`src/lcdc_pkg.sv`:
```
// lcdc_pkg: constants, field layout and carrier types of the display
// control register bank.
// assumes a single 100 MHz system clock and a plain register port.
//
// Function
// - controller starts frames only while enable is one
// - cleared enable finishes frame, then sets done
// - reset clears enable; controller starts disabled
// - mono zero selects colour, 12-bit entries
// - colour: 8 pins single, 16 dual; code drives 16 pins for active single colour too
// - mono: 4 or 8 lines single, 8 or 16 dual
// - dual panel presents two lines at once
// - dual panel uses both dma channels alternately
// - dual panel doubles the data pin usage; code keeps active colour at 16 and active mono without m8 at 8
// - mask bit one passes its status flag
// - active mode bypasses dither after palette
// - active mode size 11 gives 16-bit pixels
// - endian select picks first packed pixel
// - endian select picks first palette half-word
// - endian never reorders fields inside entries
// - mono four lane: bits 3:0 and 7:4
// - mono eight lane: both 8-bit buses
// - gap counter reloads after each dma burst that ends during palette loading
// - gap zero disables; applies only palette loading
// - reserved bits ignore writes, read zero
// - counter zero lets pending request burst four
package lcdc_pkg;
  // ==========================================================
  // register map
  localparam logic [31:0] CTRL_ADDR = 32'hC1000000;
  localparam logic [31:0] CTRL_RESET = 32'h00000000;
  localparam logic [31:0] CTRL_WMASK = 32'h000FF3BF;
  localparam int EN_B = 0;
  localparam int MONO_B = 1;
  localparam int DUAL_B = 2;
  localparam int DONE_M_B = 3;
  localparam int NEXT_M_B = 4;
  localparam int ERR_M_B = 5;
  localparam int ACT_B = 7;
  localparam int BE_B = 8;
  localparam int M8_B = 9;
  localparam int GAP_LO = 12;
  localparam int GAP_W = 8;
  localparam logic [1:0] PIX16 = 2'h3;
  localparam logic [2:0] BURST_WORDS = 3'h4;

  // ==========================================================
  // control fields as a carrier
  typedef struct packed {
    logic [GAP_W-1:0] gap;
    logic m8;
    logic be;
    logic act;
    logic err_m;
    logic next_m;
    logic done_m;
    logic dual;
    logic mono;
    logic en;
  } lcdc_ctrl_t;

  // lane usage derived from the mode
  typedef struct packed {
    logic up_lo;
    logic up_hi;
    logic lo_all;
  } lcdc_lanes_t;
endpackage : lcdc_pkg

```
`src/lcdc_control_bank.sv`:
```
// lcdc_control_bank: display control register and what it steers:
// enable and frame shutdown, lane usage, pixel unpacking, palette
// half-word order, irq masking and the dma request gap counter.
// assumes frame and dma status events arrive on clk_sys as pulses.
module lcdc_control_bank #(
  parameter int GAP_W = lcdc_pkg::GAP_W
) (
  input wire logic clk_sys, // system clock, 100 MHz
  input wire logic reset, // synchronous, active high
  input wire logic [31:0] addr, // register byte address
  input wire logic [31:0] wdata, // write data
  input wire logic wr, // write strobe
  input wire logic rd, // read strobe
  output logic [31:0] rdata, // read data, cycle after rd
  input wire logic frame_end, // pulse: last pixel of frame out
  input wire logic next_evt, // pulse: base address reloadable
  input wire logic bus_fault_flag, // pulse: dma bus error
  input wire logic fifo_want, // level: input fifo wants words
  input wire logic pal_loading, // level: palette load in progress
  input wire logic dma_word, // pulse: one burst word done
  output logic dma_req, // level: dma burst request
  output logic frame_run, // level: frames may be produced
  output logic frame_done, // pulse: frame finished after off
  output logic irq_done, // level: masked done status
  output logic irq_next, // level: masked next status
  output logic irq_err, // level: masked error status
  output logic dither_on, // level: dither path in use
  output logic dual_chan, // level: second dma channel used
  output logic pix16, // level: 16-bit active pixels
  output lcdc_pkg::lcdc_lanes_t lanes, // data pin lanes driven
  input wire logic [1:0] pixel_size_field, // size code, pal entry 0
  input wire logic [31:0] fb_word, // frame buffer word
  input wire logic [2:0] slot, // pixel slot within word
  output logic [15:0] pixel, // unpacked pixel, registered
  input wire logic pal_half, // which palette entry in word
  output logic [15:0] pal_entry // palette entry, registered
);
  typedef struct packed {
    lcdc_pkg::lcdc_ctrl_t ctrl;
    logic running;
    logic stopping;
    logic st_done;
    logic st_next;
    logic st_err;
    logic [GAP_W-1:0] gap_cnt;
    logic [2:0] words;
    logic req;
    logic done_p;
    logic [31:0] rdata;
    logic [15:0] pixel;
    logic [15:0] pal;
  } lcdc_state_t;

  lcdc_state_t s_q, s_d;

  // ==========================================================
  // helpers
  // slot index for the current endian order
  function automatic logic [2:0] order(input logic be,
                                       input logic [2:0] i,
                                       input logic [2:0] n);
    order = be ? 3'(n - 3'h1 - i) : i;
  endfunction : order

  // ==========================================================
  // next state
  always_comb begin
    logic [31:0] wv;
    logic [2:0] k;
    wv = '0;
    k = '0;
    s_d = s_q;
    s_d.done_p = 1'b0;
    // register write: reserved bits dropped by mask
    if (wr && addr == lcdc_pkg::CTRL_ADDR) begin
      wv = wdata & lcdc_pkg::CTRL_WMASK;
      s_d.ctrl = lcdc_pkg::lcdc_ctrl_t'({wv[19:12], wv[9:7], wv[5:0]});
    end
    // read answer one cycle later; unmapped reads zero
    s_d.rdata = '0;
    if (rd && addr == lcdc_pkg::CTRL_ADDR) begin
      s_d.rdata[19:12] = s_q.ctrl.gap;
      s_d.rdata[9:7] = {s_q.ctrl.m8, s_q.ctrl.be, s_q.ctrl.act};
      s_d.rdata[5:0] = {s_q.ctrl.err_m, s_q.ctrl.next_m,
                        s_q.ctrl.done_m, s_q.ctrl.dual,
                        s_q.ctrl.mono, s_q.ctrl.en};
    end
    // frames start only on enable; clearing waits for frame end
    if (s_q.ctrl.en && !s_q.running) begin
      s_d.running = 1'b1;
    end
    if (s_q.running && !s_q.ctrl.en) begin
      s_d.stopping = 1'b1;
    end
    if (s_q.running && frame_end && (s_q.stopping || !s_q.ctrl.en)) begin
      s_d.running = 1'b0;
      s_d.stopping = 1'b0;
      s_d.done_p = 1'b1;
    end
    if (s_q.ctrl.en) begin
      s_d.stopping = 1'b0;
    end
    // sticky status; set wins over the mask-driven clear
    if (!s_q.ctrl.done_m) s_d.st_done = 1'b0;
    if (!s_q.ctrl.next_m) s_d.st_next = 1'b0;
    if (!s_q.ctrl.err_m) s_d.st_err = 1'b0;
    if (s_d.done_p) s_d.st_done = 1'b1;
    if (next_evt) s_d.st_next = 1'b1;
    if (bus_fault_flag) s_d.st_err = 1'b1;
    // request gap counter counts down between bursts
    if (s_q.gap_cnt != '0) begin
      s_d.gap_cnt = s_q.gap_cnt - 1'b1;
    end
    if (s_q.req && dma_word) begin
      s_d.words = s_q.words + 3'h1;
      if (s_q.words + 3'h1 == lcdc_pkg::BURST_WORDS) begin
        s_d.req = 1'b0;
        s_d.words = '0;
        if (pal_loading) begin
          s_d.gap_cnt = s_q.ctrl.gap;
        end
      end
    end
    if (!s_q.req && s_q.running && fifo_want
        && (s_q.gap_cnt == '0 || !pal_loading)) begin
      s_d.req = 1'b1;
    end
    // unpack: nibble, byte or half-word in endian order
    if (s_q.ctrl.act && pixel_size_field == lcdc_pkg::PIX16) begin
      k = order(s_q.ctrl.be, {2'h0, slot[0]}, 3'h2);
      s_d.pixel = k[0] ? fb_word[31:16] : fb_word[15:0];
    end else if (pixel_size_field == 2'h0) begin
      k = order(s_q.ctrl.be, slot, 3'h0); // 8 slots wrap to 7-i
      s_d.pixel = {12'h000, fb_word[{k, 2'h0} +: 4]};
    end else begin
      k = order(s_q.ctrl.be, {1'b0, slot[1:0]}, 3'h4);
      s_d.pixel = {8'h00, fb_word[{k[1:0], 3'h0} +: 8]};
    end
    // palette half-word order; fields inside stay put
    s_d.pal = (pal_half ^ s_q.ctrl.be) ? fb_word[31:16]
                                       : fb_word[15:0];
    if (reset) begin
      s_d = '0;
      s_d.ctrl = lcdc_pkg::lcdc_ctrl_t'(lcdc_pkg::CTRL_RESET);
    end
  end

  // ==========================================================
  // state register
  always_ff @(posedge clk_sys) begin
    s_q <= s_d;
  end

  // ==========================================================
  // outputs
  assign rdata = s_q.rdata;
  assign dma_req = s_q.req;
  assign frame_run = s_q.running;
  assign frame_done = s_q.done_p;
  // mask one passes the status flag
  assign irq_done = s_q.st_done & s_q.ctrl.done_m;
  assign irq_next = s_q.st_next & s_q.ctrl.next_m;
  assign irq_err = s_q.st_err & s_q.ctrl.err_m;
  assign dither_on = !s_q.ctrl.act;
  assign dual_chan = s_q.ctrl.dual;
  assign pix16 = s_q.ctrl.act && pixel_size_field == lcdc_pkg::PIX16;
  assign pixel = s_q.pixel;
  assign pal_entry = s_q.pal;

  // lane map: passive colour 8/16, mono 4/8, dual doubles usage; active colour 16, active mono 8, 16 with dual and m8
  always_comb begin
    lanes.up_lo = s_q.running;
    lanes.up_hi = s_q.running && (!s_q.ctrl.mono || s_q.ctrl.dual
                  || s_q.ctrl.m8 || s_q.ctrl.act);
    lanes.lo_all = s_q.running && ((!s_q.ctrl.mono
                   && (s_q.ctrl.dual || s_q.ctrl.act))
                   || (s_q.ctrl.mono && s_q.ctrl.m8
                   && s_q.ctrl.dual));
  end

  // ==========================================================
  // checks
  property p_off_stays;
    @(posedge clk_sys) disable iff (reset)
      !s_q.ctrl.en && !s_q.running |=> !s_q.running && !s_q.req;
  endproperty
  a_off_stays: assert property (p_off_stays) else $error("ran off");

  property p_done;
    @(posedge clk_sys) disable iff (reset)
      s_q.running && !s_q.ctrl.en && frame_end |=> frame_done;
  endproperty
  a_done: assert property (p_done) else $error("no done");

  property p_reset_off;
    @(posedge clk_sys) reset |=> !s_q.ctrl.en && !frame_run;
  endproperty
  a_reset_off: assert property (p_reset_off) else $error("rst en");

  property p_mask;
    @(posedge clk_sys) disable iff (reset)
      !s_q.ctrl.err_m |-> !irq_err;
  endproperty
  a_mask: assert property (p_mask) else $error("err leak");

  property p_gap;
    @(posedge clk_sys) disable iff (reset)
      s_q.gap_cnt != '0 && pal_loading |=> !$rose(dma_req);
  endproperty
  a_gap: assert property (p_gap) else $error("gap req");

  property p_reload;
    @(posedge clk_sys) disable iff (reset)
      $fell(dma_req) && $past(pal_loading) && !$past(wr)
      |-> s_q.gap_cnt == s_q.ctrl.gap;
  endproperty
  a_reload: assert property (p_reload) else $error("no reload");

  property p_rsv;
    @(posedge clk_sys) disable iff (reset)
      (rdata & ~lcdc_pkg::CTRL_WMASK) == '0;
  endproperty
  a_rsv: assert property (p_rsv) else $error("rsv set");

  // idle, running and wanting data: the request must follow next cycle
  logic running_ok;
  assign running_ok = s_q.running && fifo_want && !s_q.req
                      && !pal_loading && !dma_word;

  // half-words of the frame buffer word, for the unpack checks
  logic [15:0] fb_lo;
  logic [15:0] fb_hi;
  assign fb_lo = fb_word[15:0];
  assign fb_hi = fb_word[31:16];

  // last word index of a burst
  localparam logic [2:0] LAST_WORD = lcdc_pkg::BURST_WORDS - 3'h1;

  property p_go;
    @(posedge clk_sys) disable iff (reset)
      running_ok |=> dma_req;
  endproperty
  a_go: assert property (p_go) else $error("no req");

  property p_start;
    @(posedge clk_sys) disable iff (reset)
      s_q.ctrl.en && !s_q.stopping |=> frame_run;
  endproperty
  a_start: assert property (p_start) else $error("no run");

  property p_stop_holds;
    @(posedge clk_sys) disable iff (reset)
      s_q.running && !s_q.ctrl.en && !frame_end |=> frame_run;
  endproperty
  a_stop_holds: assert property (p_stop_holds) else $error("cut");

  property p_done_irq;
    @(posedge clk_sys) disable iff (reset)
      frame_done && s_q.ctrl.done_m |-> irq_done;
  endproperty
  a_done_irq: assert property (p_done_irq) else $error("done");

  property p_next_irq;
    @(posedge clk_sys) disable iff (reset)
      next_evt && s_q.ctrl.next_m && !wr |=> irq_next;
  endproperty
  a_next_irq: assert property (p_next_irq) else $error("next");

  property p_err_irq;
    @(posedge clk_sys) disable iff (reset)
      bus_fault_flag && s_q.ctrl.err_m && !wr |=> irq_err;
  endproperty
  a_err_irq: assert property (p_err_irq) else $error("err");

  property p_mask_done;
    @(posedge clk_sys) disable iff (reset)
      !s_q.ctrl.done_m |-> !irq_done;
  endproperty
  a_mask_done: assert property (p_mask_done) else $error("dleak");

  property p_mask_next;
    @(posedge clk_sys) disable iff (reset)
      !s_q.ctrl.next_m |-> !irq_next;
  endproperty
  a_mask_next: assert property (p_mask_next) else $error("nleak");

  property p_colour_dither;
    @(posedge clk_sys) disable iff (reset)
      !s_q.ctrl.act |-> dither_on;
  endproperty
  a_colour_dither: assert property (p_colour_dither) else $error("dth");

  property p_dual_chan;
    @(posedge clk_sys) disable iff (reset)
      s_q.ctrl.dual |-> dual_chan;
  endproperty
  a_dual_chan: assert property (p_dual_chan) else $error("chan");

  // pins stay quiet whenever no frame runs
  property p_lanes_off;
    @(posedge clk_sys) disable iff (reset)
      !frame_run |-> lanes == 3'h0;
  endproperty
  a_lanes_off: assert property (p_lanes_off) else $error("pins");

  property p_lane_dual;
    @(posedge clk_sys) disable iff (reset)
      frame_run && s_q.ctrl.dual |-> lanes.up_hi;
  endproperty
  a_lane_dual: assert property (p_lane_dual) else $error("dual");

  property p_lane_colour_dual;
    @(posedge clk_sys) disable iff (reset)
      frame_run && s_q.ctrl.dual && !s_q.ctrl.mono |-> lanes == 3'h7;
  endproperty
  a_lane_colour_dual: assert property (p_lane_colour_dual)
    else $error("col16");

  property p_lane_mono4;
    @(posedge clk_sys) disable iff (reset)
      frame_run && s_q.ctrl.mono && !s_q.ctrl.dual && !s_q.ctrl.m8
      && !s_q.ctrl.act |-> lanes == 3'h4;
  endproperty
  a_lane_mono4: assert property (p_lane_mono4) else $error("m4");

  property p_lane_mono8;
    @(posedge clk_sys) disable iff (reset)
      frame_run && s_q.ctrl.mono && s_q.ctrl.dual && s_q.ctrl.m8
      |-> lanes == 3'h7;
  endproperty
  a_lane_mono8: assert property (p_lane_mono8) else $error("m8");

  property p_pix16;
    @(posedge clk_sys) disable iff (reset)
      s_q.ctrl.act && pixel_size_field == lcdc_pkg::PIX16 |-> pix16;
  endproperty
  a_pix16: assert property (p_pix16) else $error("pix16");

  // two half-word pixels per word in active 16-bit mode
  property p_unpack_lo;
    @(posedge clk_sys) disable iff (reset)
      s_q.ctrl.act && pixel_size_field == lcdc_pkg::PIX16 && !slot[0]
      && !s_q.ctrl.be |=> pixel == $past(fb_lo);
  endproperty
  a_unpack_lo: assert property (p_unpack_lo) else $error("upk");

  property p_unpack_hi;
    @(posedge clk_sys) disable iff (reset)
      s_q.ctrl.act && pixel_size_field == lcdc_pkg::PIX16 && !slot[0]
      && s_q.ctrl.be |=> pixel == $past(fb_hi);
  endproperty
  a_unpack_hi: assert property (p_unpack_hi) else $error("upkbe");

  // palette half-word order follows the endian select only
  property p_pal_lo;
    @(posedge clk_sys) disable iff (reset)
      !pal_half && !s_q.ctrl.be |=> pal_entry == $past(fb_lo);
  endproperty
  a_pal_lo: assert property (p_pal_lo) else $error("pal");

  property p_pal_hi;
    @(posedge clk_sys) disable iff (reset)
      !pal_half && s_q.ctrl.be |=> pal_entry == $past(fb_hi);
  endproperty
  a_pal_hi: assert property (p_pal_hi) else $error("palbe");

  property p_burst_max;
    @(posedge clk_sys) disable iff (reset)
      s_q.words < lcdc_pkg::BURST_WORDS;
  endproperty
  a_burst_max: assert property (p_burst_max) else $error("words");

  // the request drops right after the last word of a burst
  property p_burst_drop;
    @(posedge clk_sys) disable iff (reset)
      s_q.req && dma_word && s_q.words == LAST_WORD |=> !dma_req;
  endproperty
  a_burst_drop: assert property (p_burst_drop) else $error("drop");

  property p_rd_idle;
    @(posedge clk_sys) disable iff (reset)
      !$past(rd) |-> rdata == '0;
  endproperty
  a_rd_idle: assert property (p_rd_idle) else $error("rdata");

  property p_dither;
    @(posedge clk_sys) disable iff (reset)
      s_q.ctrl.act |-> !dither_on;
  endproperty
  a_dither: assert property (p_dither) else $error("dither");

  c_stop: cover property (@(posedge clk_sys) frame_done);
  c_burst: cover property (@(posedge clk_sys) $fell(dma_req));
  c_irq: cover property (@(posedge clk_sys) irq_err);
  c_gap: cover property (@(posedge clk_sys) s_q.gap_cnt == 8'h01);
  c_be16: cover property (@(posedge clk_sys) pix16 && s_q.ctrl.be);
endmodule : lcdc_control_bank

```
`config.mk`:
```
export PLATFORM = sky130hd
export DESIGN_NAME = lcdc_control_bank
export DESIGN_NICKNAME = d
export VERILOG_FILES = /design/src/lcdc_pkg.sv /design/src/lcdc_control_bank.sv
export SDC_FILE = /design/constraint.sdc
export NUM_CORES = 1
export LEC_CHECK = 0
export ABC_CLOCK_PERIOD_IN_PS = 1500
export BUFFER_PORTS_ARGS = -buffer_cell sky130_fd_sc_hd__buf_4
export CORE_MARGIN = 5
export CORE_UTILIZATION = 45
export CTS_CLUSTER_SIZE = 28
export DETAILED_ROUTE_END_ITERATION = 8
export HOLD_SLACK_MARGIN = 0.05
export PLACE_DENSITY = 0.77
export SLEW_MARGIN = 20
export SYNTH_ARGS = -nofsm -noshare
export SYNTH_HDL_FRONTEND = slang
export SYNTH_SLANG_ARGS = --single-unit
```
`constraint.sdc`:
```
create_clock -name clk_sys -period 1.5 [get_ports clk_sys]
set_input_delay 0.3 -clock clk_sys [delete_from_list [all_inputs] [get_ports clk_sys]]
set_output_delay 0.3 -clock clk_sys [all_outputs]
set_load 0.005 [all_outputs]
```
==> summary.txt <==
Yosys
  • Mapped Area: 4950 sq um
  • XOR/XNOR Fraction of Synth Area: 0.0207
  • Top FF cell, synth: dfxtp_1
  • Top-count cell post-synth: dfxtp_1
  • Largest family of logic cells by synthesized area: simple AND/OR/NAND/NOR gates
  • Number of library cell types mapped by synthesis: 61
  • Yosys top cell by area: dfxtp_1
  • Yosys synthesis warning count: 0
  • Commonest cells in the synthesized netlist: 84 x dfxtp_1, 83 x nand2_1, 68 x buf_4
  • Multiplexer area fraction after synthesis: 0.124
  • Top cell type's share of synthesized area: 0.340
  • Top post-synthesis cells by area: dfxtp_1 34%, buf_4 10%, mux2i_1 6.5%
  • Synth Area in Adders: 0.0126
  • Seq/Total Area, Yosys: 0.340
  • Syn Inst Count: 574
  • Synth Area in Compound Gates: 0.141
  • Async SR Flop Fraction: 0
  • Post-Synth Simple-Gate Area: 0.209
  • Seq cells post-synth: 84
  • Post-Syn Area per Cell: 8.63 sq um
  • Post-synth EDFFs: 0

Detailed routing
  • Vias per inst: 5.36
  • Post-route ant nets: 0
  • WL/cell: 17.4 um
  • 1st-pass router iterations: 4
  • DR DRC count: 0
  • Initial drt markers: 351
  • Via count: 4744
  • Overall routed net length: 15400 um

Die
  • Die W: 115 um
  • Die area: 13200 sq um
  • Placement Rows: 38
  • I/O pins: 188
  • Core footprint: 10800 sq um
  • Die Y: 115 um
  • Initial Utilization: 0.459

Layout
  • Fill count: 885
  • Multi-input logic area: 2850 sq um
  • Layout Nets: 858
  • Layout cell share with drive strength beyond 1: 0.432
  • Diode count: 0
  • Area delta synth->final: 39.1%
  • Non-Filler Cell Area, Final: 6890 sq um
  • Fin cells: 885
  • Register area: 1690 sq um

Timing
  • Post-route clock skew: 0.0116 ns
  • Min cycle time layout: 1.54 ns
  • Final period util: 1.03
  • Fmax: 0.649 GHz
  • Setup TNS: -0.0469 ns
  • Final hold viol count: 0
  • Final Setup Violations: 2
  • Final worst setup slack: -0.0414 ns
  • Max-slew violation count: 0
  • RSZ-0062 raised after global routing: yes

Global route
  • First-pass GRT wire length: 24200 um
  • Global route total overflow: 0
  • Maximum number of pins on one net before global-route repair: 35
  • Gr usage total: 0.230
  • Vias in the first global route: 4865
  • Initial antenna violation count: 0

Worst setup path
  • CP endpoint kind: primary output
  • Required @ worst endpoint: 1.20 ns
  • Arr. time, crit path: 1.24 ns
  • Worst Path Max Fanout: 2
  • Crit path max-delay cell type: dfxtp_2
  • CP Launch Type: register
  • CP Class: reg -> out
  • Largest stage delay on the critical path: 0.34 ns
  • Crit-path cells: buf_6 > nor2_4 > nor2_2 > a21oi_2 > nor2_1 > buf_4

CTS
  • Root buffer cell: clkbuf_8
  • Worst skew pair latency: 0.38 ns
  • Maximum clock insertion buffer count: 2
  • CTS Buf Count: 9
  • CTS tree: built
  • Clock sinks: 84
  • Reg clk slew, reported paths: 0.09 ns
  • # hold bufs at CTS: 0
  • H-tree depth: 3

Placement
  • IO buf count: 157
  • DP Cell Count: 862
  • HPWL after detailed placement: 11500 um
  • GPL Wtd Cong: 0.897
  • Post-placement cell area: 6310 sq um

Power and ir drop
  • Worst IR Drop VDD: 0.747 mV
  • Power Density: 885 nW/um^2
  • Leak: 0.00302 uW

Job
  • Maxcap violations: 0

Run status
  • Run status: finished, violations left
  • Violated checks: negative setup slack

Min path
  • Worst Hold Class: in -> reg
==> metrics by stage <==
| step | hold WS (ns) | utilization | setup WS [ns] | power (uW) |
|---|---|---|---|---|
| global route | 0.144 | 0.638 | -0.0869 | 6390 |
| detailed placement | 0.459 | 0.585 | -0.218 | 4080 |
| finish | 0.141 | 0.638 | -0.0414 | 6090 |
| global placement | 0.448 | 0.585 | -0.155 | 4010 |
| floorplan | 0.417 | - | -0.0564 | 3430 |
| CTS | 0.132 | 0.618 | -0.0478 | 5870 |
==> power by group <==
group,internal (uW),switching (uW)
logic,990,900
registers,2370,110
clock network,866,857
total,4230,1870
==> layer usage <==
| metal | global-route usage | wire length [um] | vias to the layer above |
|---|---|---|---|
| met5 | 0 | 0 | - |
| met4 | 0.0743 | 338 | 0 |
| met3 | 0.0516 | 1120 | 32 |
| met2 | 0.400 | 7700 | 207 |
| met1 | 0.281 | 6260 | 2245 |
| li1 | - | - | 2260 |
==> cells in the final DEF, fill, tap and decap left out, drive strengths merged, types with 9 or more instances in the layout <==
cell    netlist  final
mux4         11     11
clkbuf        5     11
mux2i        32     32
o22ai         9      9
o21ai        12     12
a21oi        49     49
nor3         12     12
conb          1     15
inv          16     18
dfxtp        84     84
a211oi        9      9
buf          87    234
a31oi        10     10
nor2         44     44
and2         21     21
nand2        84     84
==> flip-flops by register name, summed over array words and instances (netlist names) <==
signal and cells:
frame_done 1, rdata 17, s_q 31, pixel 16, pal_entry 16, dma_req 1
dual_chan 1, frame_run 1
==> cell families (layout without fill, tap and decap cells) <==
family / count (synthesis) / after routing
simple gates: 205 / 205
compound gates: 113 / 113
buf+inv: 109 / 266
flops: 84 / 84
mux: 47 / 47
xor+xnor: 10 / 10
fa+ha+maj: 5 / 5
other cells: 1 / 15
==> worst paths after layout <==
check	start	endpoint	slack, ns	cells after the start
setup / recovery	s_q[88]	lanes[0]	-0.04	6
hold / removal	next_evt	s_q[78]	0.14	3
setup reg to reg	s_q[89]	pixel[0]	-0.01	7
hold reg to reg	s_q[79]	s_q[79]	0.48	2
==> worst max-delay path: cells and delay by family (launching register included) <==
family	cells	cell delay [ns]
flip-flops	1	0.34
buffers and inverters	2	0.25
AO/OA/AOI/OAI	1	0.11
AND/OR/NAND/NOR	3	0.18
==> layout make-up <==
class                   count  area share
well taps                 140      0.0254
flip-flops and latches     84       0.246
clock inverters             4     0.00817
repair buffers            235       0.277
clock buffers              11      0.0220
inverters                  16     0.00872
multi-input cells         395       0.413
==> repair_timing <==
item | CTS | global route
setup buffers | 4 | 2
pin swaps | 3 | 22
endpoints found under the hold margin | 0 | 0
setup endpoints to repair | 10 | 35
cloned | 1 | 1
gates resized for setup | 23 | 45
(Power assumes the default switching activity.)
